$ cat src/design/ued_cfg.svh
`ifndef UED_CFG_SVH
`define UED_CFG_SVH

// ----------------------------------------
// Register addresses
// ----------------------------------------
`define UED_A_PWR   8'h87
`define UED_A_CTL   8'h98
`define UED_A_DATA  8'h99
`define UED_A_AUX   8'hA2
`define UED_A_STAT  8'hBA

// ----------------------------------------
// Field positions
// ----------------------------------------
`define UED_B_SMOD1 7
`define UED_B_FRAME_ERROR_VIEW_SELECT 6
`define UED_B_BREAK_RESET_ENABLE  6
`define UED_B_FE    3

// ----------------------------------------
// Reset values and counts
// ----------------------------------------
`define UED_RST8    8'h00
`define UED_MID     4'h7
`define UED_LAST    4'hF
`define UED_BRK     4'hB
`define UED_BIT7    3'h7

`endif

$ cat src/design/ued_pkg.sv
package ued_pkg;

    typedef enum logic [2:0] {
        RX_IDLE  = 3'h0,
        RX_START = 3'h1,
        RX_DATA  = 3'h3,
        RX_NINTH = 3'h2,
        RX_STOP  = 3'h6,
        RX_LOW   = 3'h7,
        RX_SHIFT = 3'h5
    } ued_rx_state_e;

    typedef enum logic [2:0] {
        TX_IDLE  = 3'h0,
        TX_START = 3'h1,
        TX_DATA  = 3'h3,
        TX_NINTH = 3'h2,
        TX_STOP  = 3'h6,
        TX_SHIFT = 3'h5
    } ued_tx_state_e;

endpackage : ued_pkg

$ cat src/design/ued_uart.sv
`timescale 1ns/100ps
`include "ued_cfg.svh"

// What this block does
// - Stop bit sampled low flags a framing error.
// - Control bit 7 is framing error when view select is 1, else mode high.
// - Eleven consecutive low bit samples set line_low_flag.
// - A break also sets the framing error flag.
// - After a break, receiver idles until a high bit is sampled.
// - Break with break_reset_enable resets device into programming mode.
// - rx_done_flag: end of bit 8 in mode 0, mid stop in mode 1.
// - Modes 2/3: rx_done at mid ninth bit, or mid stop if view select.
// - tx_done: end of bit 8 in mode 0, stop bit per timing select.
// - rx_ninth_bit holds ninth bit in modes 2/3, stop bit in mode 1.
// - Modes 2/3 transmit tx_ninth_bit as ninth data bit.
// - Reception only while receive_enable is set.
// - Multiprocessor mode suppresses rx_done in modes 2/3 when ninth bit is 0.
// - Framing error stays set until software writes it.
// - Mode pair selects shift register or 8/9-bit UART and rate.
// - Reset gives mode 0, view select 0, done flags 0.
// - Break is reported in status register, apart from done flags.
// - Buffer load in modes 1-3 with rx_done still set sets overrun_flag.
// - status_irq_enable lets error flags raise the serial interrupt.
// - Status framing error sets on invalid stop, cleared by software.
module ued_uart
    import ued_pkg::*;
(
    // Clock and reset
    input  wire logic       mclk,
    input  wire logic       rst_n,
    // Register port
    input  wire logic [7:0] reg_addr,
    input  wire logic [7:0] reg_wdata,
    input  wire logic       reg_wr,
    input  wire logic       reg_rd,
    output logic      [7:0] reg_rdata,
    // Variable rate sixteenth-bit tick
    input  wire logic       baud_tick16,
    // Serial pins
    input  wire logic       rxd_in,
    output logic            rxd_out,
    output logic            rxd_oe,
    output logic            txd_out,
    // System
    output logic            serial_irq,
    output logic            brk_reset_req,
    output logic            isp_entry_req
);

    // ----------------------------------------
    // Register state
    // ----------------------------------------
    logic          sm0_r, sm1_r, sm2_r, ren_r, tb8_r, rb8_r, ti_r, ri_r;
    logic          fe_r, br_r, oe_r, status_irq_enable_r;
    logic          double_buffer_enable_r, tx_irq_timing_select_r, combined_irq_disable_r, double_buffer_irq_select_r;
    logic          smod1_r, frame_error_view_select_r, break_reset_enable_r;
    logic    [7:0] rx_buf_r;
    logic    [7:0] rdata_r;
    logic          div_r;
    logic          tick;
    logic    [1:0] mode;
    logic          wr_ctl, wr_stat, wr_data;

    // Hardware events
    logic          ri_ev_r, ti_ev_r, fe_ev_r, br_ev_r, oe_ev_r;
    logic          rb8_ev_r, rb8_val_r;
    logic    [7:0] buf_val_r;

    // Receiver
    ued_rx_state_e rx_st_r;
    logic    [3:0] rx_tc_r;
    logic    [2:0] rx_bit_r;
    logic    [7:0] rx_sh_r;
    logic          rx_b9_r;
    logic    [3:0] low_r;
    logic    [3:0] low_nxt;
    logic          samp;
    logic          ninth_ok;

    // Transmitter
    ued_tx_state_e tx_st_r;
    logic    [3:0] tx_tc_r;
    logic    [2:0] tx_bit_r;
    logic    [7:0] tx_sh_r;
    logic          tx_b9_r;
    logic          tx_end;

    // Outputs
    logic          txd_r, rxo_r, rxoe_r, irq_r, brst_r, isp_r;

    assign mode    = {sm0_r, sm1_r};
    assign wr_ctl  = reg_wr && (reg_addr == `UED_A_CTL);
    assign wr_stat = reg_wr && (reg_addr == `UED_A_STAT);
    assign wr_data = reg_wr && (reg_addr == `UED_A_DATA);

    // ----------------------------------------
    // Bit rate tick
    // ----------------------------------------
    always_ff @(posedge mclk or negedge rst_n) begin
        if (!rst_n) begin
            div_r <= 1'b0;
        end else begin
            div_r <= ~div_r;
        end
    end

    always_comb begin
        case (mode)
            2'b00:   tick = 1'b1;
            2'b10:   tick = smod1_r | div_r;
            default: tick = baud_tick16;
        endcase
    end

    assign samp    = tick && (rx_tc_r == `UED_MID);
    assign low_nxt = rxd_in ? 4'h0 :
                     (low_r == `UED_BRK) ? low_r : low_r + 4'h1;
    assign ninth_ok = !(sm2_r && !rx_b9_r);
    assign tx_end  = tick && (tx_tc_r == `UED_LAST);

    // ----------------------------------------
    // Receiver
    // ----------------------------------------
    always_ff @(posedge mclk or negedge rst_n) begin
        if (!rst_n) begin
            rx_st_r   <= RX_IDLE;
            rx_tc_r   <= 4'h0;
            rx_bit_r  <= 3'h0;
            rx_sh_r   <= `UED_RST8;
            rx_b9_r   <= 1'b0;
            low_r     <= 4'h0;
            ri_ev_r   <= 1'b0;
            fe_ev_r   <= 1'b0;
            br_ev_r   <= 1'b0;
            oe_ev_r   <= 1'b0;
            rb8_ev_r  <= 1'b0;
            rb8_val_r <= 1'b0;
            buf_val_r <= `UED_RST8;
        end else begin
            ri_ev_r  <= 1'b0;
            fe_ev_r  <= 1'b0;
            br_ev_r  <= 1'b0;
            oe_ev_r  <= 1'b0;
            rb8_ev_r <= 1'b0;
            if (tick && rx_st_r != RX_IDLE) begin
                rx_tc_r <= rx_tc_r + 4'h1;
            end
            if (samp && rx_st_r != RX_SHIFT) begin
                low_r <= low_nxt;
            end
            if (!ren_r && rx_st_r != RX_IDLE) begin
                rx_st_r <= RX_IDLE;
            end else begin
                case (rx_st_r)
                    RX_IDLE: begin
                        rx_tc_r  <= 4'h0;
                        rx_bit_r <= 3'h0;
                        low_r    <= 4'h0;
                        if (ren_r && mode == 2'b00 && !ri_r &&
                            !ri_ev_r && tx_st_r == TX_IDLE) begin
                            rx_st_r <= RX_SHIFT;
                        end else if (ren_r && mode != 2'b00 &&
                                     !rxd_in) begin
                            rx_st_r <= RX_START;
                        end
                    end
                    RX_START: begin
                        if (samp) begin
                            rx_st_r <= rxd_in ? RX_IDLE : RX_DATA;
                        end
                    end
                    RX_DATA: begin
                        if (samp) begin
                            rx_sh_r  <= {rxd_in, rx_sh_r[7:1]};
                            rx_bit_r <= rx_bit_r + 3'h1;
                            if (rx_bit_r == `UED_BIT7) begin
                                rx_st_r <= sm0_r ? RX_NINTH : RX_STOP;
                            end
                        end
                    end
                    RX_NINTH: begin
                        if (samp) begin
                            rx_b9_r <= rxd_in;
                            rx_st_r <= RX_STOP;
                            if (!frame_error_view_select_r) begin
                                rb8_ev_r  <= 1'b1;
                                rb8_val_r <= rxd_in;
                                buf_val_r <= rx_sh_r;
                                oe_ev_r   <= ri_r;
                                ri_ev_r   <= !(sm2_r && !rxd_in);
                            end
                        end
                    end
                    RX_STOP: begin
                        if (samp) begin
                            if (!sm0_r || frame_error_view_select_r) begin
                                rb8_ev_r  <= 1'b1;
                                rb8_val_r <= sm0_r ? rx_b9_r : rxd_in;
                                buf_val_r <= rx_sh_r;
                                oe_ev_r   <= ri_r;
                                ri_ev_r   <= !sm0_r || ninth_ok;
                            end
                            if (rxd_in) begin
                                rx_st_r <= RX_IDLE;
                            end else begin
                                fe_ev_r <= 1'b1;
                                br_ev_r <= (low_nxt == `UED_BRK);
                                rx_st_r <= RX_LOW;
                            end
                        end
                    end
                    RX_LOW: begin
                        if (samp) begin
                            if (rxd_in) begin
                                rx_st_r <= RX_IDLE;
                            end else if (low_nxt == `UED_BRK &&
                                         low_r != `UED_BRK) begin
                                br_ev_r <= 1'b1;
                                fe_ev_r <= 1'b1;
                            end
                        end
                    end
                    RX_SHIFT: begin
                        if (tick && rx_tc_r == `UED_LAST) begin
                            rx_sh_r  <= {rxd_in, rx_sh_r[7:1]};
                            rx_bit_r <= rx_bit_r + 3'h1;
                            if (rx_bit_r == `UED_BIT7) begin
                                buf_val_r <= {rxd_in, rx_sh_r[7:1]};
                                rb8_ev_r  <= 1'b1;
                                rb8_val_r <= 1'b0;
                                ri_ev_r   <= 1'b1;
                                rx_st_r   <= RX_IDLE;
                            end
                        end
                    end
                    default: rx_st_r <= RX_IDLE;
                endcase
            end
        end
    end

    // ----------------------------------------
    // Transmitter
    // ----------------------------------------
    always_ff @(posedge mclk or negedge rst_n) begin
        if (!rst_n) begin
            tx_st_r  <= TX_IDLE;
            tx_tc_r  <= 4'h0;
            tx_bit_r <= 3'h0;
            tx_sh_r  <= `UED_RST8;
            tx_b9_r  <= 1'b0;
            ti_ev_r  <= 1'b0;
        end else begin
            ti_ev_r <= 1'b0;
            if (tick && tx_st_r != TX_IDLE) begin
                tx_tc_r <= tx_tc_r + 4'h1;
            end
            case (tx_st_r)
                TX_IDLE: begin
                    tx_tc_r  <= 4'h0;
                    tx_bit_r <= 3'h0;
                    if (wr_data && rx_st_r != RX_SHIFT) begin
                        tx_sh_r <= reg_wdata;
                        tx_b9_r <= tb8_r;
                        tx_st_r <= (mode == 2'b00) ? TX_SHIFT : TX_START;
                    end
                end
                TX_START: begin
                    if (tx_end) begin
                        tx_st_r <= TX_DATA;
                    end
                end
                TX_DATA: begin
                    if (tx_end) begin
                        tx_sh_r  <= {1'b0, tx_sh_r[7:1]};
                        tx_bit_r <= tx_bit_r + 3'h1;
                        if (tx_bit_r == `UED_BIT7) begin
                            tx_st_r <= sm0_r ? TX_NINTH : TX_STOP;
                            ti_ev_r <= !sm0_r && !tx_irq_timing_select_r;
                        end
                    end
                end
                TX_NINTH: begin
                    if (tx_end) begin
                        tx_st_r <= TX_STOP;
                        ti_ev_r <= !tx_irq_timing_select_r;
                    end
                end
                TX_STOP: begin
                    if (tx_end) begin
                        tx_st_r <= TX_IDLE;
                        ti_ev_r <= tx_irq_timing_select_r;
                    end
                end
                TX_SHIFT: begin
                    if (tx_end) begin
                        tx_sh_r  <= {1'b0, tx_sh_r[7:1]};
                        tx_bit_r <= tx_bit_r + 3'h1;
                        if (tx_bit_r == `UED_BIT7) begin
                            tx_st_r <= TX_IDLE;
                            ti_ev_r <= 1'b1;
                        end
                    end
                end
                default: tx_st_r <= TX_IDLE;
            endcase
        end
    end

    // ----------------------------------------
    // Pin drive
    // ----------------------------------------
    always_ff @(posedge mclk or negedge rst_n) begin
        if (!rst_n) begin
            txd_r  <= 1'b1;
            rxo_r  <= 1'b1;
            rxoe_r <= 1'b0;
        end else begin
            rxo_r  <= tx_sh_r[0];
            rxoe_r <= (tx_st_r == TX_SHIFT);
            case (tx_st_r)
                TX_START: txd_r <= 1'b0;
                TX_DATA:  txd_r <= tx_sh_r[0];
                TX_NINTH: txd_r <= tx_b9_r;
                TX_SHIFT: txd_r <= tx_tc_r[3];
                default:  txd_r <= (rx_st_r == RX_SHIFT) ? rx_tc_r[3] : 1'b1;
            endcase
        end
    end

    // ----------------------------------------
    // Control register flags
    // ----------------------------------------
    always_ff @(posedge mclk or negedge rst_n) begin
        if (!rst_n) begin
            sm0_r <= 1'b0;
            sm1_r <= 1'b0;
            sm2_r <= 1'b0;
            ren_r <= 1'b0;
            tb8_r <= 1'b0;
            rb8_r <= 1'b0;
            ti_r  <= 1'b0;
            ri_r  <= 1'b0;
        end else begin
            if (wr_ctl) begin
                if (!frame_error_view_select_r) begin
                    sm0_r <= reg_wdata[7];
                end
                sm1_r <= reg_wdata[6];
                sm2_r <= reg_wdata[5];
                ren_r <= reg_wdata[4];
                tb8_r <= reg_wdata[3];
            end
            if (rb8_ev_r) begin
                rb8_r <= rb8_val_r;
            end else if (wr_ctl) begin
                rb8_r <= reg_wdata[2];
            end
            ti_r <= (wr_ctl ? reg_wdata[1] : ti_r) | ti_ev_r;
            ri_r <= (wr_ctl ? reg_wdata[0] : ri_r) | ri_ev_r;
        end
    end

    // ----------------------------------------
    // Status register flags
    // ----------------------------------------
    always_ff @(posedge mclk or negedge rst_n) begin
        if (!rst_n) begin
            fe_r     <= 1'b0;
            br_r     <= 1'b0;
            oe_r     <= 1'b0;
            status_irq_enable_r  <= 1'b0;
            double_buffer_enable_r  <= 1'b0;
            tx_irq_timing_select_r  <= 1'b0;
            combined_irq_disable_r  <= 1'b0;
            double_buffer_irq_select_r <= 1'b0;
        end else begin
            if (wr_stat) begin
                double_buffer_enable_r  <= reg_wdata[7];
                tx_irq_timing_select_r  <= reg_wdata[6];
                combined_irq_disable_r  <= reg_wdata[5];
                double_buffer_irq_select_r <= reg_wdata[4];
                status_irq_enable_r  <= reg_wdata[0];
            end
            if (wr_stat) begin
                fe_r <= reg_wdata[`UED_B_FE] | fe_ev_r;
            end else if (wr_ctl && frame_error_view_select_r) begin
                fe_r <= reg_wdata[7] | fe_ev_r;
            end else begin
                fe_r <= fe_r | fe_ev_r | br_ev_r;
            end
            br_r <= (wr_stat ? reg_wdata[2] : br_r) | br_ev_r;
            oe_r <= (wr_stat ? reg_wdata[1] : oe_r) | oe_ev_r;
        end
    end

    // ----------------------------------------
    // Power and auxiliary control
    // ----------------------------------------
    always_ff @(posedge mclk or negedge rst_n) begin
        if (!rst_n) begin
            smod1_r <= 1'b0;
            frame_error_view_select_r <= 1'b0;
            break_reset_enable_r  <= 1'b0;
        end else begin
            if (reg_wr && reg_addr == `UED_A_PWR) begin
                smod1_r <= reg_wdata[`UED_B_SMOD1];
                frame_error_view_select_r <= reg_wdata[`UED_B_FRAME_ERROR_VIEW_SELECT];
            end
            if (reg_wr && reg_addr == `UED_A_AUX) begin
                break_reset_enable_r <= reg_wdata[`UED_B_BREAK_RESET_ENABLE];
            end
        end
    end

    // ----------------------------------------
    // Receive buffer
    // ----------------------------------------
    always_ff @(posedge mclk or negedge rst_n) begin
        if (!rst_n) begin
            rx_buf_r <= `UED_RST8;
        end else if (rb8_ev_r) begin
            rx_buf_r <= buf_val_r;
        end
    end

    // ----------------------------------------
    // Read port
    // ----------------------------------------
    always_ff @(posedge mclk or negedge rst_n) begin
        if (!rst_n) begin
            rdata_r <= `UED_RST8;
        end else if (reg_rd) begin
            case (reg_addr)
                `UED_A_CTL:  rdata_r <= {frame_error_view_select_r ? fe_r : sm0_r,
                                         sm1_r, sm2_r, ren_r, tb8_r,
                                         rb8_r, ti_r, ri_r};
                `UED_A_STAT: rdata_r <= {double_buffer_enable_r, tx_irq_timing_select_r, combined_irq_disable_r,
                                         double_buffer_irq_select_r, fe_r, br_r, oe_r,
                                         status_irq_enable_r};
                `UED_A_PWR:  rdata_r <= {smod1_r, frame_error_view_select_r, 6'h00};
                `UED_A_AUX:  rdata_r <= {1'b0, break_reset_enable_r, 6'h00};
                `UED_A_DATA: rdata_r <= rx_buf_r;
                default:     rdata_r <= `UED_RST8;
            endcase
        end else begin
            rdata_r <= `UED_RST8;
        end
    end

    // ----------------------------------------
    // Interrupt and break reset
    // ----------------------------------------
    always_ff @(posedge mclk or negedge rst_n) begin
        if (!rst_n) begin
            irq_r  <= 1'b0;
            brst_r <= 1'b0;
            isp_r  <= 1'b0;
        end else begin
            irq_r  <= ri_r | ti_r | (status_irq_enable_r & (fe_r | br_r | oe_r));
            brst_r <= br_ev_r & break_reset_enable_r;
            isp_r  <= br_ev_r & break_reset_enable_r;
        end
    end

    assign reg_rdata     = rdata_r;
    assign txd_out       = txd_r;
    assign rxd_out       = rxo_r;
    assign rxd_oe        = rxoe_r;
    assign serial_irq    = irq_r;
    assign brk_reset_req = brst_r;
    assign isp_entry_req = isp_r;

endmodule : ued_uart

$ cat config.mk
export PLATFORM = sky130hd
export DESIGN_NAME = ued_uart
export DESIGN_NICKNAME = d
export VERILOG_FILES = /design/src/design/ued_pkg.sv /design/src/design/ued_uart.sv
export VERILOG_INCLUDE_DIRS = /design/src /design/src/design
export SDC_FILE = /design/constraint.sdc
export NUM_CORES = 1
export LEC_CHECK = 0
export BUFFER_PORTS_ARGS = -buffer_cell sky130_fd_sc_hd__buf_2
export CAP_MARGIN = 10
export CORE_AREA = 3 3 132 134
export CTS_CLUSTER_DIAMETER = 40
export DETAILED_ROUTE_END_ITERATION = 7
export DIE_AREA = 0 0 135 137
export PLACE_DENSITY = 0.44
export SYNTH_ARGS = -nofsm -noshare
export SYNTH_HDL_FRONTEND = slang
export SYNTH_SLANG_ARGS = --single-unit
$ cat constraint.sdc
create_clock -name mclk -period 2.4 [get_ports mclk]
set_input_delay 0.24 -clock mclk [delete_from_list [all_inputs] [get_ports mclk]]
set_output_delay 0.24 -clock mclk [all_outputs]
set_load 0.01 [all_outputs]
After elaboration in Yosys (flattened, before gate mapping)

Cells that the tools add are included.
W data, S select, Z words.

Output and inout bits: 14
Logic and storage cells: 293
Bits of input ports: 22
Bits in registers: 98

Bitwise logic cells: 18
Equal/unequal tests: 52
Multiplexer cells: 114
Reductions and logical operators: 58
Add/sub/neg operators: 5

Operator list:

| cell                  | count |
|---|---|
| $mux W8               | 11 |
| $mux W3               | 26 |
| $mux W1               | 49 |
| $eq A8 B8 Y1 const B  | 5 |
| $mux W4               | 10 |
| $pmux W8 S5           | 1 |
| $pmux W8 S2           | 2 |
| $ne A3 B3 Y1 const B  | 10 |
| $ne A2 B2 Y1 const B  | 14 |
| $logic_and A1 B1 Y1   | 24 |
| $pmux W8 S3           | 1 |
| $eq A3 B3 Y1 const B  | 7 |
| $pmux W3 S7           | 1 |
| $pmux W3 S6           | 1 |
| $eq A4 B4 Y1 const B  | 4 |
| $reduce_and A8 Y1     | 2 |
| $or A1 B1 Y1          | 13 |
| $add A4 B1 Y4 const B | 3 |
| $eq A3 B2 Y1 const B  | 4 |
| $reduce_bool A3 Y1    | 4 |
| $reduce_and A10 Y1    | 1 |
| $reduce_bool A2 Y1    | 5 |
| $logic_not A1 Y1      | 9 |
| $pmux W1 S3           | 3 |
| 20 further kinds      | 37 |

Logic depth before layout (Yosys ltp)

Depth after elaboration: 10
Mapped depth: 8
Gate-level depth less buffers: 7

Least setup slack after synthesis

Ideal clock, no wire load.

Kind: reg2reg
Start: register div_r
End: register rx_sh_r[0]
Clock period less this slack: 1.778 ns
Path buffers: 1
Setup slack: 0.622 ns
Arrival: 1.653 ns
Required time: 2.275 ns
Cell stages (with the launch flop): 6
Setup time: 0.125 ns
Cells stage by stage: dfrtp_1 -> nor4b_4 -> nor3_2 -> nand4_1 -> buf_2 -> mux2_2

Cells in the longest elaborated chain, start to end: 5
Elaborated cells between the ends (all ways): 7
Those cells by class: eq/ne (2); mux (1); bitwise (1); reduce/logical (3)

Ends and longest elaborated chain:

| what                                   | RTL line        | text |
|---|---|---|
| start, declared                        | ued_uart.sv:59  | `logic div_r;` |
| start signal, assigned                 | ued_uart.sv:103 | `div_r <= ~div_r;` |
| $or A1 B1 Y1 *                         | ued_uart.sv:110 | `2'b10: tick = smod1_r \| div_r;` |
| $pmux W1 S2 *                          | ued_uart.sv:108 | `case (mode)` |
| $logic_and A1 B1 Y1 (on tied branches) | n/a             |  |
| $ne A2 B2 Y1 (no line)                 | n/a             |  |
| $reduce_and A4 Y1 (no line) *          | n/a             |  |
| end signal, assigned                   | ued_uart.sv:129 | `` rx_sh_r <= `UED_RST8; `` |
| end signal, assigned                   | ued_uart.sv:174 | `rx_sh_r <= {rxd_in, rx_sh_r[7:1]};` |
| end signal, assigned                   | ued_uart.sv:225 | `rx_sh_r <= {rxd_in, rx_sh_r[7:1]};` |
| end, declared                          | ued_uart.sv:73  | `logic [7:0] rx_sh_r;` |

Mark *: on every way between the ends. The rest lies on a longest branch, timed or not.
A chain may end at the register's enable or synchronous reset.

Worst setup path after layout

Start: register sm0_r
End: register buf_val_r[7]

Cells in the longest elaborated chain, start to end: 5
Elaborated cells between the ends (all ways): 12
Those cells by class: eq/ne (5); mux (1); reduce/logical (6)

Ends and longest elaborated chain:

| what                                             | RTL line        | text |
|---|---|---|
| start, declared                                  | ued_uart.sv:53  | `logic sm0_r, sm1_r, sm2_r, ren_r, tb8_r, rb8_r, ti_r, ri_r;` |
| start signal, assigned                           | ued_uart.sv:347 | `sm0_r <= reg_wdata[7];` |
| $eq A2 B2 Y1 or $logic_not A2 Y1 (tied branches) | ued_uart.sv:108 |  |
| $pmux W1 S2                                      | ued_uart.sv:108 |  |
| $logic_and A1 B1 Y1 (on tied branches)           | n/a             |  |
| $ne A2 B2 Y1 (no line)                           | n/a             |  |
| $reduce_and A8 Y1 (no line) *                    | n/a             |  |
| end signal, assigned                             | ued_uart.sv:138 | `` buf_val_r <= `UED_RST8; `` |
| end signal, assigned                             | ued_uart.sv:188 | `buf_val_r <= rx_sh_r;` |
| end signal, assigned                             | ued_uart.sv:199 | `buf_val_r <= rx_sh_r;` |
| end, declared                                    | ued_uart.sv:67  | `logic [7:0] buf_val_r;` |

Marked as above.

==> Flow_metrics.wiki <==
{| class="wikitable"
! Metric !! Value
|-
| Outcome || complete, no violations
|-
| Die Width || 135 um
|-
| Routed length per placed instance || 16.4 um
|-
| Number of buffers on the longest clock path || 2
|-
| Ratio of final minimum period to clock period || 86.1%
|-
| Final cell area excluding filler cells || 0.00566 mm2
|-
| Actual slew at the worst max-slew pin || 0.672 ns
|-
| Class of the most critical hold timing path || in -> reg
|-
| Mux cell area share after synthesis || 14.5%
|-
| Arithmetic-cell share of the synthesized area counting full adders, half adders and majority gates || 1.78%
|-
| Number of search-and-repair iterations in the first detailed-routing pass || 7
|-
| Critical path type || reg -> reg
|-
| Die height || 137 um
|-
| Max IR drop VDD || 0.345 mV
|-
| Synth Area in Compound Gates || 11.9%
|-
| Combinational family with the most area after synthesis || simple AND/OR/NAND/NOR gates
|-
| Setup repair after global routing missed its margin || no
|-
| CTS H-tree depth || 3
|-
| Post-synthesis simple-gate area fraction || 16.4%
|-
| Area of the mapped netlist || 0.00491 mm2
|-
| Power density over the cells || 585 mW/mm2
|-
| Setup violators final || 0
|-
| Clock-pin transition on the worst setup and hold timing paths || 0.07 ns
|-
| Post-cts hold buffer count || 1
|-
| Fraction of registers with async set/reset || 100%
|-
| Share of the yosys chip area belonging to registers || 50.0%
|-
| Count of state elements after synthesis || 98
|-
| Worst endpoint data arrival time || 2.30 ns
|-
| NumNets Final || 507
|-
| Required time reported for the critical path endpoint || 2.63 ns
|-
| Syn Nets || 468
|-
| Number of design-rule violations left by the first detailed-router iteration || 326
|-
| Post-route insts no fill || 703
|-
| Count of cells resized by post-cts repair || 0
|-
| Pin count of the biggest net entering global routing || 64
|-
| Total of buffers placed on input and output ports || 35
|-
| Count of cell types in the netlist || 67
|-
| Post CTS Setup Buffer Count || 0
|-
| Area delta synth->final || 15.2%
|-
| Final hold slack || 0.131 ns
|-
| Number of cells after detailed placement || 686
|-
| Boundary pin count || 36
|-
| Clock tree from TritonCTS || done
|-
| Mapped Cells || 439
|-
| Number of CTS-inserted buffers || 9
|-
| Total via count in the routed design || 3515
|-
| Global-route total usage across every layer || 13.2%
|-
| Area after detailed placement || 0.00537 mm2
|-
| Root Buffer || sky130_fd_sc_hd__clkbuf_16
|-
| Routed WL || 11500 um
|-
| Die area || 0.0185 mm2
|-
| Fill cell total of the finished layout || 1643
|-
| Reg-to-reg setup timing slack || 0.33 ns
|-
| Final min period || 2.07 ns
|-
| Placeable Area || 0.0164 mm2
|-
| Leakage || 2.67 nW
|-
| Max-slew violation total from the final report || 0
|-
| Global placer's final weighted congestion || 0.815
|-
| Initial antenna violation count || 0
|-
| Commonest non-fill, non-tap cell in the layout || sky130_fd_sc_hd__dfrtp_1
|-
| Initial cell density of the core || 29.9%
|-
| Commonest cells after routing, fill and taps aside || sky130_fd_sc_hd__dfrtp_1, sky130_fd_sc_hd__mux2_2, sky130_fd_sc_hd__nor2_1
|-
| Max Fclk || 0.484 GHz
|-
| Number of synthesized flops with an enable pin || 0
|-
| Slew headroom || 55.0%
|-
| Most common flop cell mapped by yosys || sky130_fd_sc_hd__dfrtp_1
|-
| Fraction of final layout cells sized beyond drive strength 1 || 28.6%
|-
| Element type at the critical path start || flip-flop
|-
| Antenna diode count || 0
|-
| Share of the synthesized netlist area taken by xor and xnor gates || 2.14%
|-
| Number of hold violations in the final report || 0
|-
| Mean instance size in the synthesized netlist || 11.2 um2
|-
| Insertion delay to the later sink of the worst-skew pair || 0.35 ns
|-
| Maximum fanout count along the critical path || 11
|-
| Vias per cell || 5.00
|-
| Worst-case clock skew || 0.00441 ns
|-
| HPWL reported at the end of detailed placement || 8340 um
|-
| Number of global-route vias before repair || 3558
|-
| Overall overflow remaining after global route || 0
|-
| Category of the worst setup path capture point || flip-flop
|-
| Global-route wire length before repair || 19000 um
|-
| Clock sink count || 98
|-
| DRC violations left || 0
|-
| Synthesis Warnings || 0
|-
| Post-layout total power || 0.00331 W
|-
| Sum Neg Setup Slack || 0 ns
|-
| Max-capacitance violation count || 0
|-
| ANT nets after route || 0
|-
| Site row count || 47
|}
power by group:
group / total [W] / leakage, nW / switching (W) / internal [W]
sequential: 0.00172 / 1.34 / 0.0000347 / 0.00169
clock: 0.00137 / 0.134 / 0.000641 / 0.000731
combinational: 0.000213 / 1.19 / 0.000129 / 0.0000837
total: 0.00331 / 2.67 / 0.000805 / 0.00250
worst paths after layout:
check	startpoint	depth (start not counted)	to
worst min-delay path	reg_rd	2	reg_rdata[5]
worst max-delay path	sm0_r	4	buf_val_r[7]
worst max register to register	sm0_r	4	buf_val_r[7]
max in group asynchronous	rst_n	3	rxd_out
worst min register to register	tx_sh_r[0]	0	rxd_out
min in group asynchronous	rst_n	2	tx_bit_r[1]
flip-flops by register name (all words and copies together) (netlist names), 3 cells and up:
| name | count |
|---|---|
| buf_val_r | 8 |
| reg_rdata | 8 |
| rx_buf_r | 8 |
| rx_sh_r | 8 |
| tx_sh_r | 8 |
| low_r | 4 |
| rx_tc_r | 4 |
| tx_tc_r | 4 |
| rx_bit_r | 3 |
| rx_st_r | 3 |
| tx_bit_r | 3 |
| tx_st_r | 3 |
layer usage:
layer,up-vias,track usage (%),wire (um)
met5,-,0,0
met2,95,20.0,5260
met3,17,3.20,558
met1,1741,18.8,5530
met4,0,3.81,195
li1,1662,-,-
logic make-up after synthesis:
logic type	count (synthesis)
AND/OR/NAND/NOR	147
flip-flops	98
AO/OA/AOI/OAI	79
multiplexers	65
buffers and inverters	31
XOR/XNOR	12
adder cells (fa/ha/maj)	7
layout make-up:
type | instances | area (um2) | share of cell area [%]
multi-input cells | 310 | 2290 | 40.6
clock buffers | 10 | 239 | 4.22
inverters | 6 | 22.5 | 0.398
well taps | 220 | 275 | 4.87
repair buffers | 53 | 328 | 5.80
flip-flops and latches | 98 | 2450 | 43.4
clock inverters | 6 | 42.5 | 0.752
worst max-delay path: stages, from the launching register on:
cell,delay [ns]
sky130_fd_sc_hd__dfrtp_1,0.49
sky130_fd_sc_hd__nor4b_4,0.21
sky130_fd_sc_hd__nor3_2,0.48
sky130_fd_sc_hd__o221ai_2,0.39
sky130_fd_sc_hd__mux2_2,0.37
metrics by stage:
stage	utilization [%]	setup WS [ns]
after global routing	34.5	0.167
after floorplan	-	0.622
after global placement	32.7	0.392
after CTS	34.5	0.342
after detailed placement	32.7	0.351
final	34.5	0.334
Yosys cell counts, types with 3 or more instances:
| master | number | area, um2 |
|---|---|---|
| sky130_fd_sc_hd__o31ai_1 | 3 | 22.5 |
| sky130_fd_sc_hd__inv_1 | 6 | 22.5 |
| sky130_fd_sc_hd__dfrtp_1 | 96 | 2400 |
| sky130_fd_sc_hd__mux2_2 | 49 | 552 |
| sky130_fd_sc_hd__buf_2 | 6 | 30.0 |
| sky130_fd_sc_hd__a21oi_1 | 20 | 100 |
| sky130_fd_sc_hd__a211o_1 | 5 | 43.8 |
| sky130_fd_sc_hd__or2_2 | 3 | 18.8 |
| sky130_fd_sc_hd__buf_6 | 4 | 45.0 |
| sky130_fd_sc_hd__nand4_1 | 5 | 31.3 |
| sky130_fd_sc_hd__nand3_1 | 6 | 30.0 |
| sky130_fd_sc_hd__clkbuf_1 | 12 | 45.0 |
| sky130_fd_sc_hd__o21ai_0 | 14 | 70.1 |
| sky130_fd_sc_hd__nand3b_1 | 6 | 45.0 |
| sky130_fd_sc_hd__a22oi_1 | 4 | 30.0 |
| sky130_fd_sc_hd__nand2_1 | 36 | 135 |
| sky130_fd_sc_hd__xnor2_1 | 5 | 43.8 |
| sky130_fd_sc_hd__or3_1 | 3 | 18.8 |
| sky130_fd_sc_hd__a222oi_1 | 5 | 50.1 |
| sky130_fd_sc_hd__nor3_1 | 7 | 35.0 |
| sky130_fd_sc_hd__mux2i_1 | 16 | 160 |
| sky130_fd_sc_hd__ha_1 | 7 | 87.6 |
| sky130_fd_sc_hd__and3_1 | 4 | 25.0 |
| sky130_fd_sc_hd__nor2b_1 | 4 | 25.0 |
| sky130_fd_sc_hd__nand2b_1 | 6 | 37.5 |
| sky130_fd_sc_hd__a31oi_1 | 3 | 18.8 |
| sky130_fd_sc_hd__nor2_1 | 42 | 158 |
| sky130_fd_sc_hd__xor2_1 | 7 | 61.3 |
| sky130_fd_sc_hd__nor3b_1 | 6 | 45.0 |
| sky130_fd_sc_hd__and2_1 | 3 | 18.8 |
Power figures use the tool's default switching activity.
